**src/rtl/lcdr_consts.vh**
```
`ifndef LCDR_CONSTS_VH
`define LCDR_CONSTS_VH
// ****************************************
// Target address and command fields
// ****************************************
`define LCDR_ADDR_FIXED      6'h1C
`define LCDR_BYTE_MSB        3'h7
`define LCDR_BIT_LAST        3'h0
`define LCDR_CONT_BIT        7
`define LCDR_RW_BIT          0
`define LCDR_SEL_BIT         1
`define LCDR_DSEL_PATTERN    4'hC
`define LCDR_PTR_MAX         6'h27
`define LCDR_PTR_ZERO        6'h00
`define LCDR_SUB_ZERO        3'h0
`define LCDR_ADDR_LO         2
`define LCDR_DSEL_HI         6
`define LCDR_DSEL_LO         3
`define LCDR_LPTR_BIT        6
`define LCDR_SUB_HI          2
`define LCDR_PTR_HI          5
`define LCDR_BIT_ZERO        4'h0
`define LCDR_BIT_ACK         4'h8
`define LCDR_BIT_HOLD        4'h9
`define LCDR_FIFO_WIDTH      14
`define LCDR_FIFO_DEPTH      8
`define LCDR_FIFO_AW         3
`endif

```
**src/rtl/lcdr_fifo.v**
```verilog
`timescale 1ns/100ps
// ****************************************
// Write FIFO
// ****************************************
module lcdr_fifo #(
    parameter WIDTH = 14,
    parameter DEPTH = 8,
    parameter AW    = 3
) (
    input  wire             sys_clk,
    input  wire             nrst,
    input  wire             clk_en,
    input  wire             in_valid,
    output wire             in_ready,
    input  wire [WIDTH-1:0] in_data,
    output wire             out_valid,
    input  wire             out_ready,
    output wire [WIDTH-1:0] out_data
);
    reg [WIDTH-1:0] mem [0:DEPTH-1];
    reg [AW-1:0]    wr_reg;
    reg [AW-1:0]    rd_reg;
    reg [AW:0]      cnt_reg;
    wire            push;
    wire            pop;

    assign in_ready  = (cnt_reg != DEPTH[AW:0]);
    assign out_valid = (cnt_reg != {(AW+1){1'b0}});
    assign out_data  = mem[rd_reg];
    assign push      = in_valid & in_ready;
    assign pop       = out_valid & out_ready;

    always @(posedge sys_clk) begin
        if (clk_en && push) begin
            mem[wr_reg] <= in_data;
        end
    end

    always @(posedge sys_clk or negedge nrst) begin
        if (!nrst) begin
            wr_reg  <= {AW{1'b0}};
            rd_reg  <= {AW{1'b0}};
            cnt_reg <= {(AW+1){1'b0}};
        end else if (clk_en) begin
            if (push) begin
                wr_reg <= wr_reg + 1'b1;
            end
            if (pop) begin
                rd_reg <= rd_reg + 1'b1;
            end
            if (push && !pop) begin
                cnt_reg <= cnt_reg + 1'b1;
            end else if (pop && !push) begin
                cnt_reg <= cnt_reg - 1'b1;
            end
        end
    end
endmodule // lcdr_fifo

```
**src/rtl/lcdr_rx.v**
```verilog
`timescale 1ns/100ps
`include "lcdr_consts.vh"
// Function
// - Detect START: data falls, clock high
// - Detect STOP: data rises, clock high
// - Eight bits MSB first, then acknowledge
// - Hold data low through acknowledge high
// - Receive only; acknowledge is only output
// - Answer addresses 0111000 and 0111001
// - Address bit 1 must match strap
// - Never acknowledge a read request
// - Command MSB zero ends commands; acknowledge
// - Store data at pointer, then advance it; subaddress steps on wrap
// - Acknowledge data only on subaddress match
// - Selection uses address, commands, subaddress pins
// - Accept STOP or repeated START
// - Bit 7 of command is continuation flag
// - Device-select pattern 1100 loads subaddress
// - Load-pointer command loads six-bit pointer
module lcdr_rx (
    sys_clk,
    nrst,
    clk_en,
    scl_in,
    sda_in,
    sda_out,
    sda_oe_n,
    addr_select_strap,
    hw_subaddr_pin_0,
    hw_subaddr_pin_1,
    hw_subaddr_pin_2,
    wr_valid,
    wr_ready,
    wr_addr,
    wr_sub,
    wr_data,
    cmd_valid,
    cmd_data,
    busy
);
    input  wire        sys_clk;
    input  wire        nrst;
    input  wire        clk_en;
    input  wire        scl_in;
    input  wire        sda_in;
    output wire        sda_out;
    output wire        sda_oe_n;
    input  wire        addr_select_strap;
    input  wire        hw_subaddr_pin_0;
    input  wire        hw_subaddr_pin_1;
    input  wire        hw_subaddr_pin_2;
    output wire        wr_valid;
    input  wire        wr_ready;
    output wire [5:0]  wr_addr;
    output wire [2:0]  wr_sub;
    output wire [7:0]  wr_data;
    output reg         cmd_valid;
    output reg  [7:0]  cmd_data;
    output wire        busy;

    // ****************************************
    // Phase encoding
    // ****************************************
    localparam PH_IDLE = 3'b000;
    localparam PH_ADDR = 3'b001;
    localparam PH_CMD  = 3'b010;
    localparam PH_DATA = 3'b011;
    localparam PH_SKIP = 3'b100;

    // ****************************************
    // Pin synchronisers
    // ****************************************
    // All pins are asynchronous; two flops before any logic looks at them
    reg  [1:0] scl_sync_reg;
    reg  [1:0] sda_sync_reg;
    reg  [2:0] sub_sync0_reg;
    reg  [2:0] sub_sync1_reg;
    reg  [1:0] strap_sync_reg;
    reg        scl_d_reg;
    reg        sda_d_reg;

    always @(posedge sys_clk or negedge nrst) begin
        if (!nrst) begin
            scl_sync_reg   <= 2'h3;
            sda_sync_reg   <= 2'h3;
            sub_sync0_reg  <= 3'h0;
            sub_sync1_reg  <= 3'h0;
            strap_sync_reg <= 2'h0;
            scl_d_reg      <= 1'b1;
            sda_d_reg      <= 1'b1;
        end else if (clk_en) begin
            scl_sync_reg   <= {scl_sync_reg[0], scl_in};
            sda_sync_reg   <= {sda_sync_reg[0], sda_in};
            sub_sync0_reg  <= {hw_subaddr_pin_2, hw_subaddr_pin_1, hw_subaddr_pin_0};
            sub_sync1_reg  <= sub_sync0_reg;
            strap_sync_reg <= {strap_sync_reg[0], addr_select_strap};
            scl_d_reg      <= scl_sync_reg[1];
            sda_d_reg      <= sda_sync_reg[1];
        end
    end

    wire scl_s    = scl_sync_reg[1];
    wire sda_s    = sda_sync_reg[1];
    wire scl_rise = scl_s & ~scl_d_reg;
    wire scl_fall = ~scl_s & scl_d_reg;
    // Data edges with clock high are conditions, never bits
    wire start_det = scl_s & scl_d_reg & sda_d_reg & ~sda_s;
    wire stop_det  = scl_s & scl_d_reg & ~sda_d_reg & sda_s;

    // ****************************************
    // Byte receiver state
    // ****************************************
    reg  [2:0] ph_reg;
    reg  [2:0] ph_next;
    reg  [7:0] shift_reg;
    reg  [3:0] bit_reg;
    reg        ack_slot_reg;
    reg        ack_want_reg;
    reg        ack_drv_reg;
    reg  [5:0] ptr_reg;
    reg  [2:0] sub_reg;

    // Counter runs 0 to 7 over the data bits, 8 before the ack, 9 while it stands
    wire [7:0] byte_now = {shift_reg[6:0], sda_s};
    wire       bit_take = scl_rise & ~ack_slot_reg;
    wire       byte_end = bit_take & (bit_reg == {1'b0, `LCDR_BYTE_MSB});
    wire       ack_open = scl_fall & ack_slot_reg & (bit_reg == `LCDR_BIT_ACK);
    wire       ack_shut = scl_fall & ack_slot_reg & (bit_reg == `LCDR_BIT_HOLD);
    wire       abandon  = stop_det | start_det;

    // ****************************************
    // Byte decoding
    // ****************************************
    wire addr_ok = (byte_now[`LCDR_CONT_BIT:`LCDR_ADDR_LO] == `LCDR_ADDR_FIXED)
                 & (byte_now[`LCDR_SEL_BIT] == strap_sync_reg[1])
                 & ~byte_now[`LCDR_RW_BIT];
    wire is_last = ~byte_now[`LCDR_CONT_BIT];
    wire is_dsel = (byte_now[`LCDR_DSEL_HI:`LCDR_DSEL_LO] == `LCDR_DSEL_PATTERN);
    wire is_lptr = ~byte_now[`LCDR_LPTR_BIT];
    // Only the selected cascade member acknowledges data; a full FIFO refuses it
    wire sub_match = (sub_reg == sub_sync1_reg);
    wire sub_ok    = sub_match & wr_ready;
    // Unselected members still walk pointer and subaddress to stay in step
    wire advance   = ~sub_match | wr_ready;
    wire [5:0] ptr_inc = (ptr_reg == `LCDR_PTR_MAX) ? `LCDR_PTR_ZERO : ptr_reg + 6'h01;

    assign wr_valid = (ph_reg == PH_DATA) & byte_end & sub_ok;
    assign wr_addr  = ptr_reg;
    assign wr_sub   = sub_reg;
    assign wr_data  = byte_now;
    assign sda_out  = 1'b0;
    assign sda_oe_n = ~ack_drv_reg;
    assign busy     = (ph_reg != PH_IDLE);

    // ****************************************
    // Phase control
    // ****************************************
    always @* begin
        ph_next = ph_reg;
        if (stop_det) begin
            ph_next = PH_IDLE;
        end else if (start_det) begin
            ph_next = PH_ADDR;
        end else if (byte_end) begin
            case (ph_reg)
                PH_ADDR: begin
                    ph_next = addr_ok ? PH_CMD : PH_SKIP;
                end
                PH_CMD: begin
                    ph_next = is_last ? PH_DATA : PH_CMD;
                end
                default: begin
                    ph_next = ph_reg;
                end
            endcase
        end
    end

    always @(posedge sys_clk or negedge nrst) begin
        if (!nrst) begin
            ph_reg <= PH_IDLE;
        end else if (clk_en) begin
            ph_reg <= ph_next;
        end
    end

    // ****************************************
    // Bit counter and shifter
    // ****************************************
    always @(posedge sys_clk or negedge nrst) begin
        if (!nrst) begin
            shift_reg    <= 8'h00;
            bit_reg      <= `LCDR_BIT_ZERO;
            ack_slot_reg <= 1'b0;
        end else if (clk_en) begin
            if (abandon) begin
                bit_reg      <= `LCDR_BIT_ZERO;
                ack_slot_reg <= 1'b0;
            end else if (bit_take) begin
                shift_reg <= byte_now;
                bit_reg   <= bit_reg + 4'h1;
                if (byte_end) begin
                    ack_slot_reg <= 1'b1;
                end
            end else if (ack_open) begin
                bit_reg <= `LCDR_BIT_HOLD;
            end else if (ack_shut) begin
                bit_reg      <= `LCDR_BIT_ZERO;
                ack_slot_reg <= 1'b0;
            end
        end
    end

    // ****************************************
    // Acknowledge decision
    // ****************************************
    // Decided at the eighth bit, before the phase and the pointer move on
    always @(posedge sys_clk or negedge nrst) begin
        if (!nrst) begin
            ack_want_reg <= 1'b0;
        end else if (clk_en) begin
            if (abandon) begin
                ack_want_reg <= 1'b0;
            end else if (byte_end) begin
                case (ph_reg)
                    PH_ADDR: begin
                        ack_want_reg <= addr_ok;
                    end
                    PH_CMD: begin
                        ack_want_reg <= 1'b1;
                    end
                    PH_DATA: begin
                        ack_want_reg <= sub_ok;
                    end
                    default: begin
                        ack_want_reg <= 1'b0;
                    end
                endcase
            end
        end
    end

    // ****************************************
    // Acknowledge drive
    // ****************************************
    // Pull starts after the eighth clock falls, so it covers the whole ninth high phase
    always @(posedge sys_clk or negedge nrst) begin
        if (!nrst) begin
            ack_drv_reg <= 1'b0;
        end else if (clk_en) begin
            if (abandon) begin
                ack_drv_reg <= 1'b0;
            end else if (ack_open) begin
                ack_drv_reg <= ack_want_reg;
            end else if (ack_shut) begin
                ack_drv_reg <= 1'b0;
            end
        end
    end

    // ****************************************
    // Command output
    // ****************************************
    always @(posedge sys_clk or negedge nrst) begin
        if (!nrst) begin
            cmd_valid <= 1'b0;
            cmd_data  <= 8'h00;
        end else if (clk_en) begin
            cmd_valid <= 1'b0;
            if (byte_end && (ph_reg == PH_CMD)) begin
                cmd_valid <= 1'b1;
                cmd_data  <= byte_now;
            end
        end
    end

    // ****************************************
    // Data pointer and subaddress counter
    // ****************************************
    // Device-select is tested first, though its pattern has bit 6 set and load-pointer needs bit 6 clear
    always @(posedge sys_clk or negedge nrst) begin
        if (!nrst) begin
            ptr_reg <= `LCDR_PTR_ZERO;
            sub_reg <= `LCDR_SUB_ZERO;
        end else if (clk_en && byte_end) begin
            if (ph_reg == PH_CMD) begin
                if (is_dsel) begin
                    sub_reg <= byte_now[`LCDR_SUB_HI:0];
                end else if (is_lptr) begin
                    ptr_reg <= byte_now[`LCDR_PTR_HI:0];
                end
            end else if ((ph_reg == PH_DATA) && advance) begin
                ptr_reg <= ptr_inc;
                if (ptr_reg == `LCDR_PTR_MAX) begin
                    sub_reg <= sub_reg + 3'h1;
                end
            end
        end
    end
endmodule // lcdr_rx

```
**src/rtl/lcdr_top.v**
```verilog
`timescale 1ns/100ps
`include "lcdr_consts.vh"
// ****************************************
// Receiver with write FIFO
// ****************************************
module lcdr_top (
    input  wire        sys_clk,
    input  wire        nrst,
    input  wire        clk_en,
    input  wire        scl_in,
    input  wire        sda_in,
    output wire        sda_out,
    output wire        sda_oe_n,
    input  wire        addr_select_strap,
    input  wire        hw_subaddr_pin_0,
    input  wire        hw_subaddr_pin_1,
    input  wire        hw_subaddr_pin_2,
    output wire        ram_valid,
    input  wire        ram_ready,
    output wire [13:0] ram_word,
    output wire        cmd_valid,
    output wire [7:0]  cmd_data,
    output wire        busy
);
    wire       wr_valid;
    wire       wr_ready;
    wire [5:0] wr_addr;
    wire [2:0] wr_sub;
    wire [7:0] wr_data;

    lcdr_rx u_rx (
        .sys_clk           (sys_clk),
        .nrst              (nrst),
        .clk_en            (clk_en),
        .scl_in            (scl_in),
        .sda_in            (sda_in),
        .sda_out           (sda_out),
        .sda_oe_n          (sda_oe_n),
        .addr_select_strap (addr_select_strap),
        .hw_subaddr_pin_0  (hw_subaddr_pin_0),
        .hw_subaddr_pin_1  (hw_subaddr_pin_1),
        .hw_subaddr_pin_2  (hw_subaddr_pin_2),
        .wr_valid          (wr_valid),
        .wr_ready          (wr_ready),
        .wr_addr           (wr_addr),
        .wr_sub            (wr_sub),
        .wr_data           (wr_data),
        .cmd_valid         (cmd_valid),
        .cmd_data          (cmd_data),
        .busy              (busy)
    );

    // FIFO holds pointer and data; subaddress is implied by the ack
    lcdr_fifo #(
        .WIDTH (`LCDR_FIFO_WIDTH),
        .DEPTH (`LCDR_FIFO_DEPTH),
        .AW    (`LCDR_FIFO_AW)
    ) u_fifo (
        .sys_clk   (sys_clk),
        .nrst      (nrst),
        .clk_en    (clk_en),
        .in_valid  (wr_valid),
        .in_ready  (wr_ready),
        .in_data   ({wr_addr, wr_data}),
        .out_valid (ram_valid),
        .out_ready (ram_ready),
        .out_data  (ram_word)
    );
endmodule // lcdr_top

```
**config.mk**
```make
export PLATFORM = sky130hd
export DESIGN_NAME = lcdr_top
export DESIGN_NICKNAME = d
export VERILOG_FILES = /design/src/rtl/lcdr_fifo.v /design/src/rtl/lcdr_rx.v /design/src/rtl/lcdr_top.v
export VERILOG_INCLUDE_DIRS = /design/src /design/src/rtl
export SDC_FILE = /design/constraint.sdc
export NUM_CORES = 1
export LEC_CHECK = 0
export ABC_AREA = 1
export BUFFER_PORTS_ARGS = -buffer_cell sky130_fd_sc_hd__buf_4
export CORE_ASPECT_RATIO = 1.4
export CORE_MARGIN = 2
export CORE_UTILIZATION = 45
export DETAILED_ROUTE_END_ITERATION = 8
export GPL_TIMING_DRIVEN = 1
export SYNTH_ARGS = -nofsm -noshare
export SYNTH_HDL_FRONTEND = slang
export SYNTH_SLANG_ARGS = --single-unit
```
**constraint.sdc**
```tcl
create_clock -name sys_clk -period 2.8 [get_ports sys_clk]
set_input_delay 0.28 -clock sys_clk [delete_from_list [all_inputs] [get_ports sys_clk]]
set_output_delay 0.28 -clock sys_clk [all_outputs]
set_load 0.01 [all_outputs]
```
==> results.md <==
* Status: completed
* Main combinational cell family by area after synthesis: simple AND/OR/NAND/NOR gates
* Clock latency on the worst-skew pair at roughly 430 ps
* Met1 GRT Util at between 20% and 30%
* Root buffer cell: clkbuf_16
* Pin count of the biggest net entering global routing at 60
* Critical path type: flop to flop
* CTS max path bufs at 2
* GRT Util Overall at 20.23%
* Synth top area cells: edfxtp_1, dfrtp_1, nand2_1, nor2_1, o21ai_0
* Iter 0 DRT Violations at 305
* HP Class: primary input to flop
* WL final at 16.98 mm
* Leakage Power at 3.440 nW
* Setup TNS at 0 ps
* Unrepaired setup endpoints after global routing: no
* Port bufs at 35
* Worst-path clk slew at 60 ps
* Post-synth EDFFs at 112
* Post-Syn Nets at 743
* Worst path arrival time at 2880 ps
* Met3 Use GR at ~3.6%
* First-pass GRT wire length at about 28 mm
* Initial Utilization at 46.35%
* Routed len/inst at 17.36 µm
* Final min period at 2575 ps
* Die Ht at 157.0 µm
* Adder-Cell Fraction of Synth Area at 1.928%
* Total grt overflow at 0
* Total CTS buffers at 17
* DR vias at 5278
* MaxCap Viol Count at 0
* Num rows at 55
* Cells after synthesis at 722
* CP required at 3100 ps
* Xor and xnor area share after synthesis at 1.164%
* Met2 Usage GRT at 37.21%
* Die area at roughly 18000 µm²
* Die X at 113.3 µm
* End point of the critical path: u_fifo.cnt_reg[3]
* Layout cell share with drive strength beyond 1 at between 10 and 15%
* Setup-failing EPs final at 0
* Most frequent cell after synthesis: nand2_1
* PD cells at 884.0 nW/µm²
* Filler cells at 1422
* Detailed placement HPWL at 10.85 mm
* Hold Startpoint: sda_in
* Tcrit/Tclk final at 91.98%
* Router iterations before antenna repair at 5
* FF-to-FF path depth at 15
* RePlAce Congestion at 0.8635
* Clock sink count at roughly 170
* Final hold viol count at 0
* Async set-reset flop share out of synthesis at 34.50%
* Largest area contributor in the netlist: edfxtp_1
* Post-synthesis mux area share at less than 1%
* Crit. End Element: flop
* Clock Skew at approximately 10 ps
* Top cell type's share of synthesized area at 44.68%
* Number of global-route vias before repair at 5405
* Least-Margin Pin Slew at 754.7 ps
* # H-tree levels at 4
* Initial antenna violation count at 0
* Hold_ws at 49.34 ps
* Placed Cells incl. Taps at 945
* Synth Area in Simple Gates at 19.41%
* Via density at 5.397
* Most frequent cells after synthesis: nand2_1, edfxtp_1, nor2_1
* Worst reg2reg path startpoint: u_rx.ph_reg[2]
* Layout Nets at 787
* Startpoint types: flop
* Seq/Total Area, Yosys at 64.39%
* R2r setup slk at 220 ps
* Synth Area in Compound Gates at about 8.2%
* #FFs+latches synth at 171
* Core area at around 16000 µm²
* Max Slew Vio Count at 0
* N_diodes at 0
* Tot Pwr at 7.663 mW
* Number of setup buffers added after CTS at 0
* VDD IR max at roughly 0.00043 V
* I/O Pins at 37
* Final Non-Filler Cells at 978
* Area growth syn-to-layout at 15.16%
* Reg2reg end: u_fifo.cnt_reg[3]
* Post-route ant nets at 0
* Rel. slew slack at 49.69%
* Post-Syn Area at 7527 µm²
* Drt drc at 0
* Syn Area/Cell at 10.43 µm²
* Most used flip-flop cell after synthesis: edfxtp_1
* CTS tree: built
* Library cells used by synthesis at 34
* Crit-path max FO at 5
* Max Fclk at 388.3 MHz
* Yosys Warn Count at 0
* CP startpoint: u_rx.ph_reg[2]
* Busiest grt layer: met2
* Flip-flop count of the largest register after layout at 112
[layer usage]
metal | share of wire (%) | vias to the layer above
li1 | - | 2540
met1 | 41 | 2586
met2 | 53 | 123
met3 | 3.3 | 29
met4 | 2.0 | 0
met5 | 0 | -
[through the flow]
step,util (%),instance area (µm²),setup slack [ps]
3_3_place_gp,49.51,8040,370.4
3_5_place_dp,49.51,8040,159.3
2_1_floorplan,-,7527,364.6
4_1_cts,53.27,8651,144.5
6_report,53.37,8668,224.6
5_1_grt,53.37,8668,23.37
[worst min path at each step]
stage | endpoint | slack (ps) | cells past startpoint
CTS | u_rx.sda_sync_reg[0] | 40 | 3
floorplan | u_fifo.cnt_reg[0] | -20 | 0
finish | u_rx.sda_sync_reg[0] | 50 | 3
global placement | u_rx.sub_sync0_reg[2] | 400 | 1
global route | u_rx.sda_sync_reg[0] | 40 | 3
detailed placement | u_rx.sub_sync0_reg[2] | 400 | 1
[report_power, final]
group          internal, mW  switching [mW]
clock                  1.38           0.953
sequential             2.94           0.252
combinational         0.791            1.35
total                  5.11            2.55
[layout make-up]
cell class / count / area [µm²] / share of cell area, %
multi-input combinational: 467 / 2357 / 27.19
tap: 199 / 249.0 / 2.872
inverter: 55 / 206.4 / 2.382
clock buffer: 26 / 555.5 / 6.409
timing repair buffer: 54 / 407.9 / 4.706
clock inverter: 6 / 45.04 / 0.5196
sequential: 171 / 4847 / 55.92
[timing repair]
action | in CTS | in global routing
endpoints found under the setup margin | 0 | 1
hold endpoints to repair | 53 | 0
hold buffers | 1 | 0
resized for setup | 0 | 3
[placed cells by master (no fill, tap or decap), drive strengths merged, types with 2 or more instances in the layout]
master	n
inv	57
nand4	8
dfstp	6
clkbuf	26
nand2	186
clkinv	3
o32ai	28
buf	53
nand3	29
xor2	5
xnor2	5
a21oi	11
mux2	2
ha	10
o21ai	61
edfxtp	112
nor3	5
dfrtp	53
nor2	112
[critical path, cell delays in order, from the launching register on]
cell,delay [ps]
dfrtp_1,380
inv_1,90
nand2_1,120
nor2_4,140
o21ai_0,120
nor2_2,130
inv_1,70
nor3_1,150
ha_1,180
inv_1,120
ha_4,280
a21oi_1,140
nand2_1,90
a21oi_1,170
o21ai_0,130
xor2_1,160
[cell families (layout without fill, tap and decap cells)]
family,Yosys count,in the layout
mux,2,2
simple gates,341,341
fa+ha+maj,11,11
xor+xnor,10,10
flops,171,171
compound gates,102,102
buf+inv,84,141
other cells,1,1
Note: power is estimated with default switching activity, not from simulation.
